### src/hdl/rvq_defines.svh
`ifndef RVQ_DEFINES_SVH
`define RVQ_DEFINES_SVH

// Register offsets on the register port.
`define RVQ_TRUNC_CFG_ADDR 8'h7C
`define RVQ_QUAL_CTL_ADDR 8'h7D
`define RVQ_STATUS_ADDR 8'h7E

// Reset values.
`define RVQ_TRUNC_CFG_RST 8'h00
`define RVQ_QUAL_CTL_RST 8'h00

// Truncation configuration fields.
`define RVQ_TRUNC_LINE_BIT 0
`define RVQ_TRUNC_FRAME_BIT 1
`define RVQ_TRUNC_CSI_PAR_BIT 2

// Qualification control fields.
`define RVQ_THRESH_LSB 0
`define RVQ_THRESH_MSB 1
`define RVQ_QUAL_LINE_SIZE_BIT 2
`define RVQ_QUAL_LINES_BIT 3
`define RVQ_QUAL_PARITY_BIT 4
`define RVQ_DISCARD_EN_BIT 5

// Status fields.
`define RVQ_STS_PASS_BIT 0
`define RVQ_STS_CNT_LSB 1
`define RVQ_STS_CNT_MSB 2
`define RVQ_STS_STICKY_LSB 3
`define RVQ_STS_STICKY_MSB 6
`define RVQ_STS_LOCK_BIT 7

// Sticky flag positions inside the sticky field.
`define RVQ_FLG_LINE_LEN 0
`define RVQ_FLG_LINE_CNT 1
`define RVQ_FLG_PARITY 2
`define RVQ_FLG_TRUNC 3

`endif

### src/hdl/rvq_pkg.sv
package rvq_pkg;

  // Kind of item carried on the video stream.
  typedef enum logic [1:0] {
    RVQ_ITEM_DATA,
    RVQ_ITEM_FRAME_START,
    RVQ_ITEM_LINE_END,
    RVQ_ITEM_FRAME_END
  } rvq_item_e;

  typedef logic [7:0] rvq_byte_t;

endpackage : rvq_pkg

### src/hdl/rvq_qualifier.sv
// Behaviour
// - On a video error, flag it and cut short the frame being forwarded.
// - After an error, restart forwarding at the next frame start.
// - With discard enabled, drop all input until pass is shown.
// - Truncation triggers: line size, frame size, CSI parity, each enabled separately.
// - Size-mismatch truncation stops the frame at once without frame end.
// - Truncate after any number of lines; truncated frame never sends frame end.
// - Threshold field selects zero to three valid frames before pass.
// - Threshold zero: pass follows receiver lock.
// - Nonzero threshold: pass after that many consecutive valid frames.
// - Parity qualification on: pass returns one frame early after parity error.
// - Line size check: all lines equal in and across frames.
// - Line length change restarts the valid frame counter and flags it.
// - Lines per frame check: line count change restarts the counter.
// - Parity qualification: link parity error drops pass and clears counter.
// - Pass deassertion is reported as an event for the transmit port.
`include "rvq_defines.svh"
`timescale 1ns/1ps

module rvq_fifo #(
  parameter int WIDTH = 10,
  parameter int DEPTH = 4
) (
  input wire logic clk,
  input wire logic rstn,
  input wire logic in_valid,
  output logic in_ready,
  input wire logic [WIDTH-1:0] in_data,
  output logic out_valid,
  input wire logic out_ready,
  output logic [WIDTH-1:0] out_data,
  output logic [$clog2(DEPTH+1)-1:0] level
);
  localparam int PW = $clog2(DEPTH);
  localparam int LW = $clog2(DEPTH+1);

  typedef struct packed {
    logic [DEPTH-1:0][WIDTH-1:0] mem;
    logic [PW-1:0] wr;
    logic [PW-1:0] rd;
    logic [LW-1:0] cnt;
  } rvq_fifo_s;

  rvq_fifo_s s_q;
  rvq_fifo_s s_d;
  logic push;
  logic pop;

  if (DEPTH < 2 || (DEPTH & (DEPTH - 1)) != 0) begin : g_chk
    $error("rvq_fifo depth must be a power of two of at least two");
  end

  assign in_ready = s_q.cnt != LW'(DEPTH);
  assign out_valid = s_q.cnt != '0;
  assign out_data = s_q.mem[s_q.rd];
  assign level = s_q.cnt;
  assign push = in_valid && in_ready;
  assign pop = out_valid && out_ready;

  always_comb begin
    s_d = s_q;
    if (push) begin
      s_d.mem[s_q.wr] = in_data;
      s_d.wr = s_q.wr + PW'(1);
    end
    if (pop) begin
      s_d.rd = s_q.rd + PW'(1);
    end
    s_d.cnt = s_q.cnt + LW'(push) - LW'(pop);
  end

  always_ff @(posedge clk or negedge rstn) begin
    if (!rstn) begin
      s_q <= '0;
    end else begin
      s_q <= s_d;
    end
  end
endmodule : rvq_fifo

module rvq_qualifier #(
  parameter int LEN_W = 16,
  parameter int LINES_W = 16,
  parameter int FIFO_DEPTH = 4
) (
  input wire logic clk,
  input wire logic rstn,
  input wire logic [7:0] reg_addr,
  input wire logic reg_wr,
  input wire logic reg_rd,
  input wire logic [7:0] reg_wdata,
  output logic [7:0] reg_rdata,
  input wire logic rx_lock,
  input wire logic link_par_err,
  input wire logic csi_par_err,
  input wire logic in_valid,
  output logic in_ready,
  input wire logic [1:0] in_type,
  input wire logic [7:0] in_data,
  output logic out_valid,
  input wire logic out_ready,
  output logic [1:0] out_type,
  output logic [7:0] out_data,
  output logic pass,
  output logic pass_lost
);
  localparam int IW = 10;
  localparam int FLW = $clog2(FIFO_DEPTH+1);

  if (LEN_W < 2 || LINES_W < 2) begin : g_chk
    $error("rvq_qualifier counter widths must be at least two");
  end

  typedef struct packed {
    logic [7:0] trunc_cfg;
    logic [7:0] qual_ctl;
    logic [3:0] sticky;
    logic [1:0] cnt;
    logic pass;
    logic par_recov;
    logic [LEN_W-1:0] line_len;
    logic [LEN_W-1:0] ref_len;
    logic ref_len_ok;
    logic [LINES_W-1:0] line_no;
    logic [LINES_W-1:0] ref_lines;
    logic ref_lines_ok;
    logic frame_bad;
    logic in_frame;
    logic fwd;
    logic in_ready;
    logic push;
    logic [IW-1:0] push_item;
    logic [7:0] rdata;
    logic pass_lost;
  } rvq_qual_s;

  rvq_qual_s s_q;
  rvq_qual_s s_d;
  logic [FLW-1:0] fifo_level;
  logic [IW-1:0] fifo_out;

  rvq_fifo #(
    .WIDTH(IW),
    .DEPTH(FIFO_DEPTH)
  ) u_fifo (
    .clk(clk),
    .rstn(rstn),
    .in_valid(s_q.push),
    .in_ready(),
    .in_data(s_q.push_item),
    .out_valid(out_valid),
    .out_ready(out_ready),
    .out_data(fifo_out),
    .level(fifo_level)
  );

  assign out_type = fifo_out[9:8];
  assign out_data = fifo_out[7:0];
  assign reg_rdata = s_q.rdata;
  assign in_ready = s_q.in_ready;
  assign pass = s_q.pass;
  assign pass_lost = s_q.pass_lost;

  always_comb begin
    logic acc;
    logic [1:0] thr;
    logic [1:0] eff_thr;
    logic q_line;
    logic q_lines;
    logic q_par;
    logic discard;
    logic send;
    logic cut;
    logic mism;
    logic par_hit;
    logic pass_n;
    acc = in_valid && s_q.in_ready;
    s_d = s_q;
    s_d.push = 1'b0;
    s_d.pass_lost = 1'b0;
    send = 1'b0;
    cut = 1'b0;
    mism = 1'b0;
    eff_thr = 2'b00;
    pass_n = 1'b0;
    thr = s_q.qual_ctl[`RVQ_THRESH_MSB:`RVQ_THRESH_LSB];
    q_line = s_q.qual_ctl[`RVQ_QUAL_LINE_SIZE_BIT];
    q_lines = s_q.qual_ctl[`RVQ_QUAL_LINES_BIT];
    q_par = s_q.qual_ctl[`RVQ_QUAL_PARITY_BIT];
    discard = s_q.qual_ctl[`RVQ_DISCARD_EN_BIT] && !s_q.pass;
    par_hit = q_par && link_par_err;

    if (reg_wr && reg_addr == `RVQ_TRUNC_CFG_ADDR) begin
      s_d.trunc_cfg = reg_wdata;
    end
    if (reg_wr && reg_addr == `RVQ_QUAL_CTL_ADDR) begin
      s_d.qual_ctl = reg_wdata;
    end
    if (reg_rd) begin
      case (reg_addr)
        `RVQ_TRUNC_CFG_ADDR: s_d.rdata = s_q.trunc_cfg;
        `RVQ_QUAL_CTL_ADDR: s_d.rdata = s_q.qual_ctl;
        `RVQ_STATUS_ADDR: begin
          s_d.rdata = {rx_lock, s_q.sticky, s_q.cnt, s_q.pass};
          s_d.sticky = '0;
        end
        default: s_d.rdata = 8'h00;
      endcase
    end

    if (acc) begin
      case (rvq_pkg::rvq_item_e'(in_type))
        rvq_pkg::RVQ_ITEM_FRAME_START: begin
          s_d.in_frame = 1'b1;
          s_d.frame_bad = !rx_lock;
          s_d.line_no = '0;
          s_d.line_len = '0;
          s_d.fwd = !discard;
          send = !discard;
        end
        rvq_pkg::RVQ_ITEM_DATA: begin
          if (s_q.line_len != '1) begin
            s_d.line_len = s_q.line_len + LEN_W'(1);
          end
          send = s_q.fwd;
        end
        rvq_pkg::RVQ_ITEM_LINE_END: begin
          mism = s_q.ref_len_ok && s_q.line_len != s_q.ref_len;
          if (mism) begin
            s_d.sticky[`RVQ_FLG_LINE_LEN] = 1'b1;
            if (q_line) begin
              s_d.cnt = 2'b00;
              s_d.frame_bad = 1'b1;
            end
            cut = s_q.trunc_cfg[`RVQ_TRUNC_LINE_BIT];
          end
          s_d.ref_len = s_q.line_len;
          s_d.ref_len_ok = 1'b1;
          s_d.line_len = '0;
          if (s_q.line_no != '1) begin
            s_d.line_no = s_q.line_no + LINES_W'(1);
          end
          send = s_q.fwd && !cut;
        end
        default: begin
          mism = s_q.ref_lines_ok && s_q.line_no != s_q.ref_lines;
          if (mism) begin
            s_d.sticky[`RVQ_FLG_LINE_CNT] = 1'b1;
            if (q_lines) begin
              s_d.cnt = 2'b00;
              s_d.frame_bad = 1'b1;
            end
            cut = s_q.trunc_cfg[`RVQ_TRUNC_FRAME_BIT];
          end
          s_d.ref_lines = s_q.line_no;
          s_d.ref_lines_ok = 1'b1;
          if (s_q.in_frame && !s_d.frame_bad && s_q.cnt < thr) begin
            s_d.cnt = s_q.cnt + 2'b01;
          end
          send = s_q.fwd && !cut;
          s_d.in_frame = 1'b0;
          s_d.fwd = 1'b0;
        end
      endcase
    end

    if (csi_par_err && s_q.trunc_cfg[`RVQ_TRUNC_CSI_PAR_BIT]) begin
      cut = 1'b1;
      send = 1'b0;
    end
    // stop mid frame when pass drops
    if (discard && s_q.fwd) begin
      cut = 1'b1;
      send = 1'b0;
    end
    if (cut && (s_q.fwd || s_d.fwd)) begin
      s_d.sticky[`RVQ_FLG_TRUNC] = 1'b1;
      s_d.fwd = 1'b0;
    end

    if (link_par_err) begin
      s_d.sticky[`RVQ_FLG_PARITY] = 1'b1;
    end
    if (par_hit) begin
      s_d.cnt = 2'b00;
      s_d.frame_bad = 1'b1;
      s_d.par_recov = 1'b1;
    end
    if (!rx_lock) begin
      s_d.cnt = 2'b00;
      s_d.frame_bad = 1'b1;
      s_d.par_recov = 1'b0;
    end

    eff_thr = thr;
    if (s_d.par_recov && q_par && thr != 2'b00) begin
      eff_thr = thr - 2'b01;
    end
    pass_n = rx_lock && !par_hit && s_d.cnt >= eff_thr;
    // Keep the early threshold until the count catches up, so pass does not fall again.
    if (s_d.cnt >= thr) begin
      s_d.par_recov = 1'b0;
    end
    s_d.pass = pass_n;
    s_d.pass_lost = s_q.pass && !pass_n;

    if (send) begin
      s_d.push = 1'b1;
      s_d.push_item = {in_type, in_data};
    end
    s_d.in_ready = 32'(fifo_level) + 32'(s_q.push) + 32'(acc) <= FIFO_DEPTH - 1;
  end

  always_ff @(posedge clk or negedge rstn) begin
    if (!rstn) begin
      s_q <= '0;
      s_q.trunc_cfg <= `RVQ_TRUNC_CFG_RST;
      s_q.qual_ctl <= `RVQ_QUAL_CTL_RST;
    end else begin
      s_q <= s_d;
    end
  end
endmodule : rvq_qualifier

### config.mk
export PLATFORM = sky130hd
export DESIGN_NAME = rvq_qualifier
export DESIGN_NICKNAME = d
export VERILOG_FILES = /design/src/hdl/rvq_pkg.sv /design/src/hdl/rvq_qualifier.sv
export VERILOG_INCLUDE_DIRS = /design/src /design/src/hdl
export SDC_FILE = /design/constraint.sdc
export NUM_CORES = 1
export LEC_CHECK = 0
export BUFFER_PORTS_ARGS = -buffer_cell sky130_fd_sc_hd__buf_2
export CAP_MARGIN = 10
export CORE_MARGIN = 10
export CORE_UTILIZATION = 51
export DETAILED_ROUTE_END_ITERATION = 16
export PLACE_DENSITY = 0.7
export SLEW_MARGIN = 20
export SYNTH_ARGS = -nofsm -noshare
export SYNTH_HDL_FRONTEND = slang
export SYNTH_SLANG_ARGS = --single-unit
### constraint.sdc
create_clock -name clk -period 6.6 [get_ports clk]
set_clock_uncertainty 0.1 [all_clocks]
set_input_delay 1.32 -clock clk [delete_from_list [all_inputs] [get_ports clk]]
set_output_delay 1.32 -clock clk [all_outputs]
set_load 0.1 [all_outputs]
==> results_dict.tcl, run 1 <==
set metrics [dict create \
    grt_max_degree 98 \
    cts_resized 0 \
    vias_per_cell 5.64 \
    nets 754 \
    met2_length_um 7720 \
    period_needed_ns 3.61 \
    antenna_found_initial 0 \
    yosysTopAreaCell "dfrtp_1" \
    power.switching_uw 1360 \
    finalSetupViolations 0 \
    tightest_slew_ns 0.883 \
    ant_nets 0 \
    cpPeakStageDelay_ns 0.84 \
    setup_tns_ns 0 \
    tritoncts "done" \
    synth_top_area_share_pct 51.2 \
    path_buf_inv 1 \
    cp_slowest_cell "dfrtp_1" \
    power_frac_comb_pct 32.7 \
    drc_errors 0 \
    cts_setup_buffers 0 \
    numCtsBuffers 17 \
    sw_frac_of_total_pct 36.8 \
    die_height_um 144 \
    io_buffers 56 \
    synthArstFlopShare_pct 100 \
    clockPowerShare_pct 29.6 \
    area_delta_synth_final_pct 13.1 \
    root_buffer "clkbuf_16" \
    crit_arrival_ns 2.19 \
    rsz0062_at_grt "no" \
    synth_edf_count 0 \
    synthTopCellsByArea "dfrtp_1 51%, mux2_2 14%, xor2_1 5.5%, ha_1 3.3%, mux4_2 2.9%" \
    grt_pass1_vias 5235 \
    clock_latency_ns 0.43 \
    post_drt_wl_per_cell_um 17.8 \
    ys_seq_area_share_pct 51.2 \
    crit_family "flip-flops" \
    relSlewSlack_pct 40.6 \
    totalPowerFinal_uw 3710 \
    grt_overflow 0 \
    cellLeakagePower_uw 0.00439 \
    p_seq_share_pct 37.7 \
    die_w_um 144 \
    power.density_mw_per_mm2 416 \
    cts_buffer_depth 2 \
    yosysWarnings 0 \
    fin_crit_sh_pct 54.7 \
    postCtsHoldBufs 0 \
    start_util_pct 52.0 \
    rows 45 \
    ir_drop_mv 0.305 \
    wl_um 16000 \
    worstPathRequired_ns 5.18 \
    outcome "finished clean" \
    cp_max_fo 12 \
    drive_above_1_share_pct 30.0 \
    p_int_uw 2340 \
    htree_levels 4 \
    hold_class "register to register" \
    synth_common_cells "161 x dfrtp_1, 97 x mux2_2, 50 x nand2_1" \
    place_congestion 0.825 \
    cts.sinks 161 \
    drt_pass1_iterations 4 \
    crit_type "register to primary output" \
    synth_area_per_cell_sq_um 12.1 \
    drt_iter0_drc 348 \
    synth-seq-cells 161 \
    startpoint_type "register" \
    crit_chain "mux4_2, buf_2" \
    met1_length_um 7190 \
    n_antenna_cell 0 \
    syn_area_sq_mm 0.00787 \
    dp_hpwl_um 11000 \
    syn_nets 707 \
    synth_cell_types 61 \
    core_region_area_sq_mm 0.0151 \
    drv_slew 0 \
    dieArea_sq_mm 0.0208 \
    routed.top_layer "met4" \
    path_clk_slew_ns 0.06 \
    placed_area_sq_mm 0.00824 \
    grt_pass1_wl_um 27000 \
    timing.fmax_mhz 277 \
    syn_inst 650 \
    hold_viol 0 \
    io-pin-count 57 \
    finalCoreUtilization_pct 58.8 \
    synthFlopType "dfrtp_1" \
    design_area_sq_mm 0.00890 \
    wl_met3_um 794 \
    cap_violations 0 \
    num_vias 5064 \
    track_usage_pct 16.5 \
    yosysMostFrequentCell "dfrtp_1" \
    crit_path_end_kind "primary output" \
]
[sequential cells by signal (all words and copies together) (netlist names)]
register	cells
pass	1
reg_rdata	8
u_fifo.level	3
pass_lost	1
s_q	103
u_fifo.s_q	44
in_ready	1
[cells in the final DEF (no fill, tap or decap), types with 3 or more instances in the layout]
master,count
nor2b_1,6
a22oi_1,8
xnor2_1,6
ha_1,21
inv_1,17
buf_2,55
nand3_1,16
o21ai_0,23
mux2_2,97
dfrtp_1,161
mux2_4,9
and3_1,3
and2_1,5
nand2_1,50
nor3b_1,3
nand2b_1,5
a21oi_1,17
clkbuf_1,4
o41ai_1,3
xor2_1,49
clkbuf_16,17
nor2_1,46
nor4_1,7
nor3_1,3
bufinv_16,6
mux4_2,10
o31ai_1,5
nand4_1,9
[power groups by stage]
stage	logic, uW	clock network, uW	registers (uW)
after floorplan	1030	0	1360
after global placement	1190	0	1390
after detailed placement	1220	0	1410
after CTS	1220	1120	1400
after global routing	1290	1160	1440
final	1210	1100	1400
[layout make-up]
cell class	count	area, sq um
clock inverters	10	206
flip-flops and latches	161	4030
inverters	18	67.6
well taps	188	235
multi-input cells	441	3610
clock buffers	22	454
repair buffers	58	302
fillers	1217	6240
[per-layer routing]
layer,vias to the layer above,global-route usage (%)
met2,87,26.3
met1,2554,21.1
met4,0,6.54
li1,2404,-
met3,19,4.13
met5,-,0
[metrics by stage]
step	std cells	hold WS (ns)	setup WS, ns
after floorplan	650	0.343	3.21
after global placement	866	0.366	2.78
after detailed placement	866	0.367	2.68
after CTS	898	0.383	2.92
after global routing	898	0.392	2.84
final	898	0.384	2.99
[cells by family (layout without fill, tap and decap cells)]
kind of cell	after synthesis	count (layout)	share of synthesized area, %
compound gates	81	81	7.22
fa+ha+maj	22	22	3.59
mux	116	116	18.5
xor+xnor	55	55	6.12
simple gates	167	167	10.5
buf+inv	48	108	2.96
flops	161	161	51.2
[worst register-to-register path: stages (launching register included)]
cell and delay [ns]:
dfrtp_1 0.48, xor2_1 0.18, nor4_1 0.40, nand4_1 0.25, and3_1 0.29, nor3_1 0.37, o211a_1 0.26, o22ai_1 0.12
ha_1 0.30, nand2b_1 0.15, a21oi_1 0.14, nor2_1 0.07, nor2b_1 0.11
[path summary, 6_finish.rpt]
| path | cells past startpoint | slack [ns] | to | from |
|---|---|---|---|---|
| max in group asynchronous | 2 | 4.17 | s_q[52] | rstn |
| min in group asynchronous | 1 | 0.86 | s_q[12] | rstn |
| hold / removal | 1 | 0.38 | s_q[96] | s_q[96] |
| setup / recovery | 2 | 2.99 | out_type[0] | u_fifo.s_q[3] |
| hold reg to reg | 1 | 0.38 | s_q[96] | s_q[96] |
| setup reg to reg | 12 | 3.32 | pass_lost | s_q[49] |
No activity file was read; power rests on OpenSTA's default activity.
==> run 2: changes to the inputs <==
--- a/config.mk
+++ b/config.mk
@@ -6,6 +6,7 @@
 export SDC_FILE = /design/constraint.sdc
 export NUM_CORES = 1
 export LEC_CHECK = 0
+export ABC_AREA = 1
 export BUFFER_PORTS_ARGS = -buffer_cell sky130_fd_sc_hd__buf_2
 export CAP_MARGIN = 10
 export CORE_MARGIN = 10
==> constraint.sdc (replaced) <==
create_clock -name clk -period 3.6 [get_ports clk]
set_clock_uncertainty 0.1 [all_clocks]
set_input_delay 0.72 -clock clk [delete_from_list [all_inputs] [get_ports clk]]
set_output_delay 0.72 -clock clk [all_outputs]
set_load 0.1 [all_outputs]
==> results_dict.tcl, run 2 <==
set metrics [dict create \
    clock_latency_ns 0.43 \
    rows 46 \
    totalPowerFinal_uw 7020 \
    area_delta_synth_final_pct 12.4 \
    drive_above_1_share_pct 12.5 \
    cts_setup_buffers 0 \
    crit_path_end_kind "primary output" \
    cp_max_fo 11 \
    ant_nets 0 \
    crit_type "register to primary output" \
    dp_hpwl_um 12800 \
    ff2ff_setup_slack_ns 0.95 \
    synthArstFlopShare_pct 100 \
    power.density_mw_per_mm2 756 \
    tightest_slew_ns 0.651 \
    sw_frac_of_total_pct 42.3 \
    outcome "finished clean" \
    fin_crit_sh_pct 81.5 \
    ir_drop_mv 0.574 \
    nFillCells 1493 \
    p_int_uw 4050 \
    start_util_pct 52.0 \
    cpPeakStageDelay_ns 0.51 \
    yosysMostFrequentCell "nand2_1" \
    htree_levels 4 \
    die_w_um 147 \
    cp_slowest_cell "dfrtp_1" \
    relSlewSlack_pct 56.5 \
    die_height_um 147 \
    crit_chain "inv_1, o21ai_0, o22ai_1, buf_2" \
    power_frac_comb_pct 35.0 \
    timing.fmax_mhz 341 \
    io_buffers 56 \
    yosysWarnings 0 \
    crit_arrival_ns 2.11 \
    drt_iter0_drc 428 \
    wl_um 18100 \
    tritoncts "done" \
    drc_errors 0 \
    regMostFlops "s_q" \
    num_vias 6782 \
    place_inst 1279 \
    cellLeakagePower_uw 0.00467 \
    drv_slew 0 \
    grt_overflow 0 \
    postCtsHoldBufs 0 \
    clockPowerShare_pct 26.8 \
    synth-seq-cells 161 \
    grt_pass1_wl_um 31100 \
    yosysTopAreaCell "dfrtp_1" \
    antenna_found_initial 1 \
    syn_area_sq_mm 0.00826 \
    power.switching_uw 2970 \
    synth_area_per_cell_sq_um 7.93 \
    dieArea_sq_mm 0.0217 \
    worstPathRequired_ns 2.78 \
    grt_pass1_vias 6523 \
    finalCoreUtilization_pct 58.4 \
    root_buffer "clkbuf_16" \
    largest_reg_flops 103 \
    drt_pass1_iterations 5 \
    place_congestion 0.859 \
    grt_max_degree 84 \
    rsz0062_at_grt "no" \
    hold_class "input pin to asynchronous set/reset pin" \
    synthTopCellsByArea "dfrtp_1 49%, nand2_1 14%, o21ai_0 7.8%, inv_1 5.4%, ha_1 3.2%" \
    nets 1139 \
    layout_commonest_cell "nand2_1" \
    finalSetupViolations 0 \
    syn_inst 1041 \
    path_clk_slew_ns 0.07 \
    startpoint_type "register" \
    post_drt_wl_per_cell_um 13.8 \
    synth_top_area_share_pct 48.8 \
    numCtsBuffers 17 \
    cts_resized 0 \
    io-pin-count 57 \
    setup_tns_ns 0 \
    ys_seq_area_share_pct 48.8 \
    final_cell_mix "301 x nand2_1, 161 x dfrtp_1, 128 x o21ai_0, 118 x inv_1, 69 x nor2_1" \
    vias_per_cell 5.17 \
    synth_edf_count 0 \
    track_usage_pct 17.1 \
    hold_viol 0 \
    reg2reg_to "pass_lost" \
    reg2reg_depth 17 \
    core_region_area_sq_mm 0.0159 \
    cap_violations 0 \
    final_cells 1312 \
    synthFlopType "dfrtp_1" \
    cts_buffer_depth 2 \
    p_seq_share_pct 38.2 \
    period_needed_ns 2.93 \
    synth_common_cells "301 x nand2_1, 161 x dfrtp_1, 128 x o21ai_0" \
    synth_cell_types 42 \
    syn_nets 1098 \
    r2r_start "s_q[54]" \
    cts.sinks 161 \
]
-- run 2: final cells by class --
class / count / area (sq um) / share of cell area [%]
clock buffers: 18 / 439 / 4.73
repair buffers: 62 / 344 / 3.71
clock inverters: 14 / 183 / 1.97
well taps: 216 / 270 / 2.91
diodes: 1 / 2.50 / 0.0270
inverters: 138 / 518 / 5.58
multi-input cells: 702 / 3500 / 37.7
flip-flops and latches: 161 / 4030 / 43.4
-- run 2: how the worst max path moves through the flow --
stage / start / end / slack (ns) / cells past startpoint
2_1_floorplan: u_fifo.s_q[3] / out_data[0] / 0.53 / 4
3_3_place_gp: in_type[0] / s_q[55] / 0.89 / 10
3_5_place_dp: in_type[0] / s_q[55] / 0.77 / 10
4_1_cts: u_fifo.s_q[4] / out_data[2] / 0.64 / 4
5_1_grt: u_fifo.s_q[3] / out_type[1] / 0.54 / 4
6_report: u_fifo.s_q[4] / out_data[2] / 0.67 / 4
-- run 2: metrics by stage --
stage          area [sq um]  hold WS, ns  setup slack (ns)
2_1_floorplan          8260        0.324             0.533
3_3_place_gp           8660        0.355             0.894
3_5_place_dp           8660        0.361             0.766
4_1_cts                9280       0.0997             0.644
5_1_grt                9280        0.111             0.543
6_report               9280       0.0929             0.666
-- run 2: cell families (layout without fill, tap and decap cells) --
logic type,after synthesis,in the layout,synth area share (%)
AOI/OAI and AO/OA,200,200,13.1
xor gates and xnor gates,18,18,1.91
adders and majority gates,22,22,3.43
buffers and inverters,178,232,8.85
DFF,161,161,48.8
muxes,10,10,1.36
other,0,1,0
and+or+nand+nor,452,452,22.5
-- run 2: worst max-delay path: cells and delay by family, from the launching register on --
| kind | cells | cell delay [ns] |
|---|---|---|
| DFF | 1 | 0.51 |
| buffers and inverters | 2 | 0.82 |
| AOI/OAI and AO/OA | 2 | 0.36 |
-- run 2: power groups by stage --
stage	clock, uW	sequential (uW)	combinational, uW
after global routing	2000	2740	2770
after detailed placement	0	2700	2470
after CTS	1910	2670	2480
final	1880	2680	2460
after floorplan	0	2640	1980
after global placement	0	2680	2420
-- run 2: routing by layer --
metal | up-vias | share of wire, % | global-route usage, % | wire (um)
met2 | 116 | 48 | 27.9 | 8640
met5 | - | 0 | 0 | 0
met4 | 0 | 1.3 | 5.40 | 240
met1 | 3206 | 47 | 22.2 | 8440
met3 | 19 | 4.0 | 3.75 | 731
li1 | 3441 | - | - | -
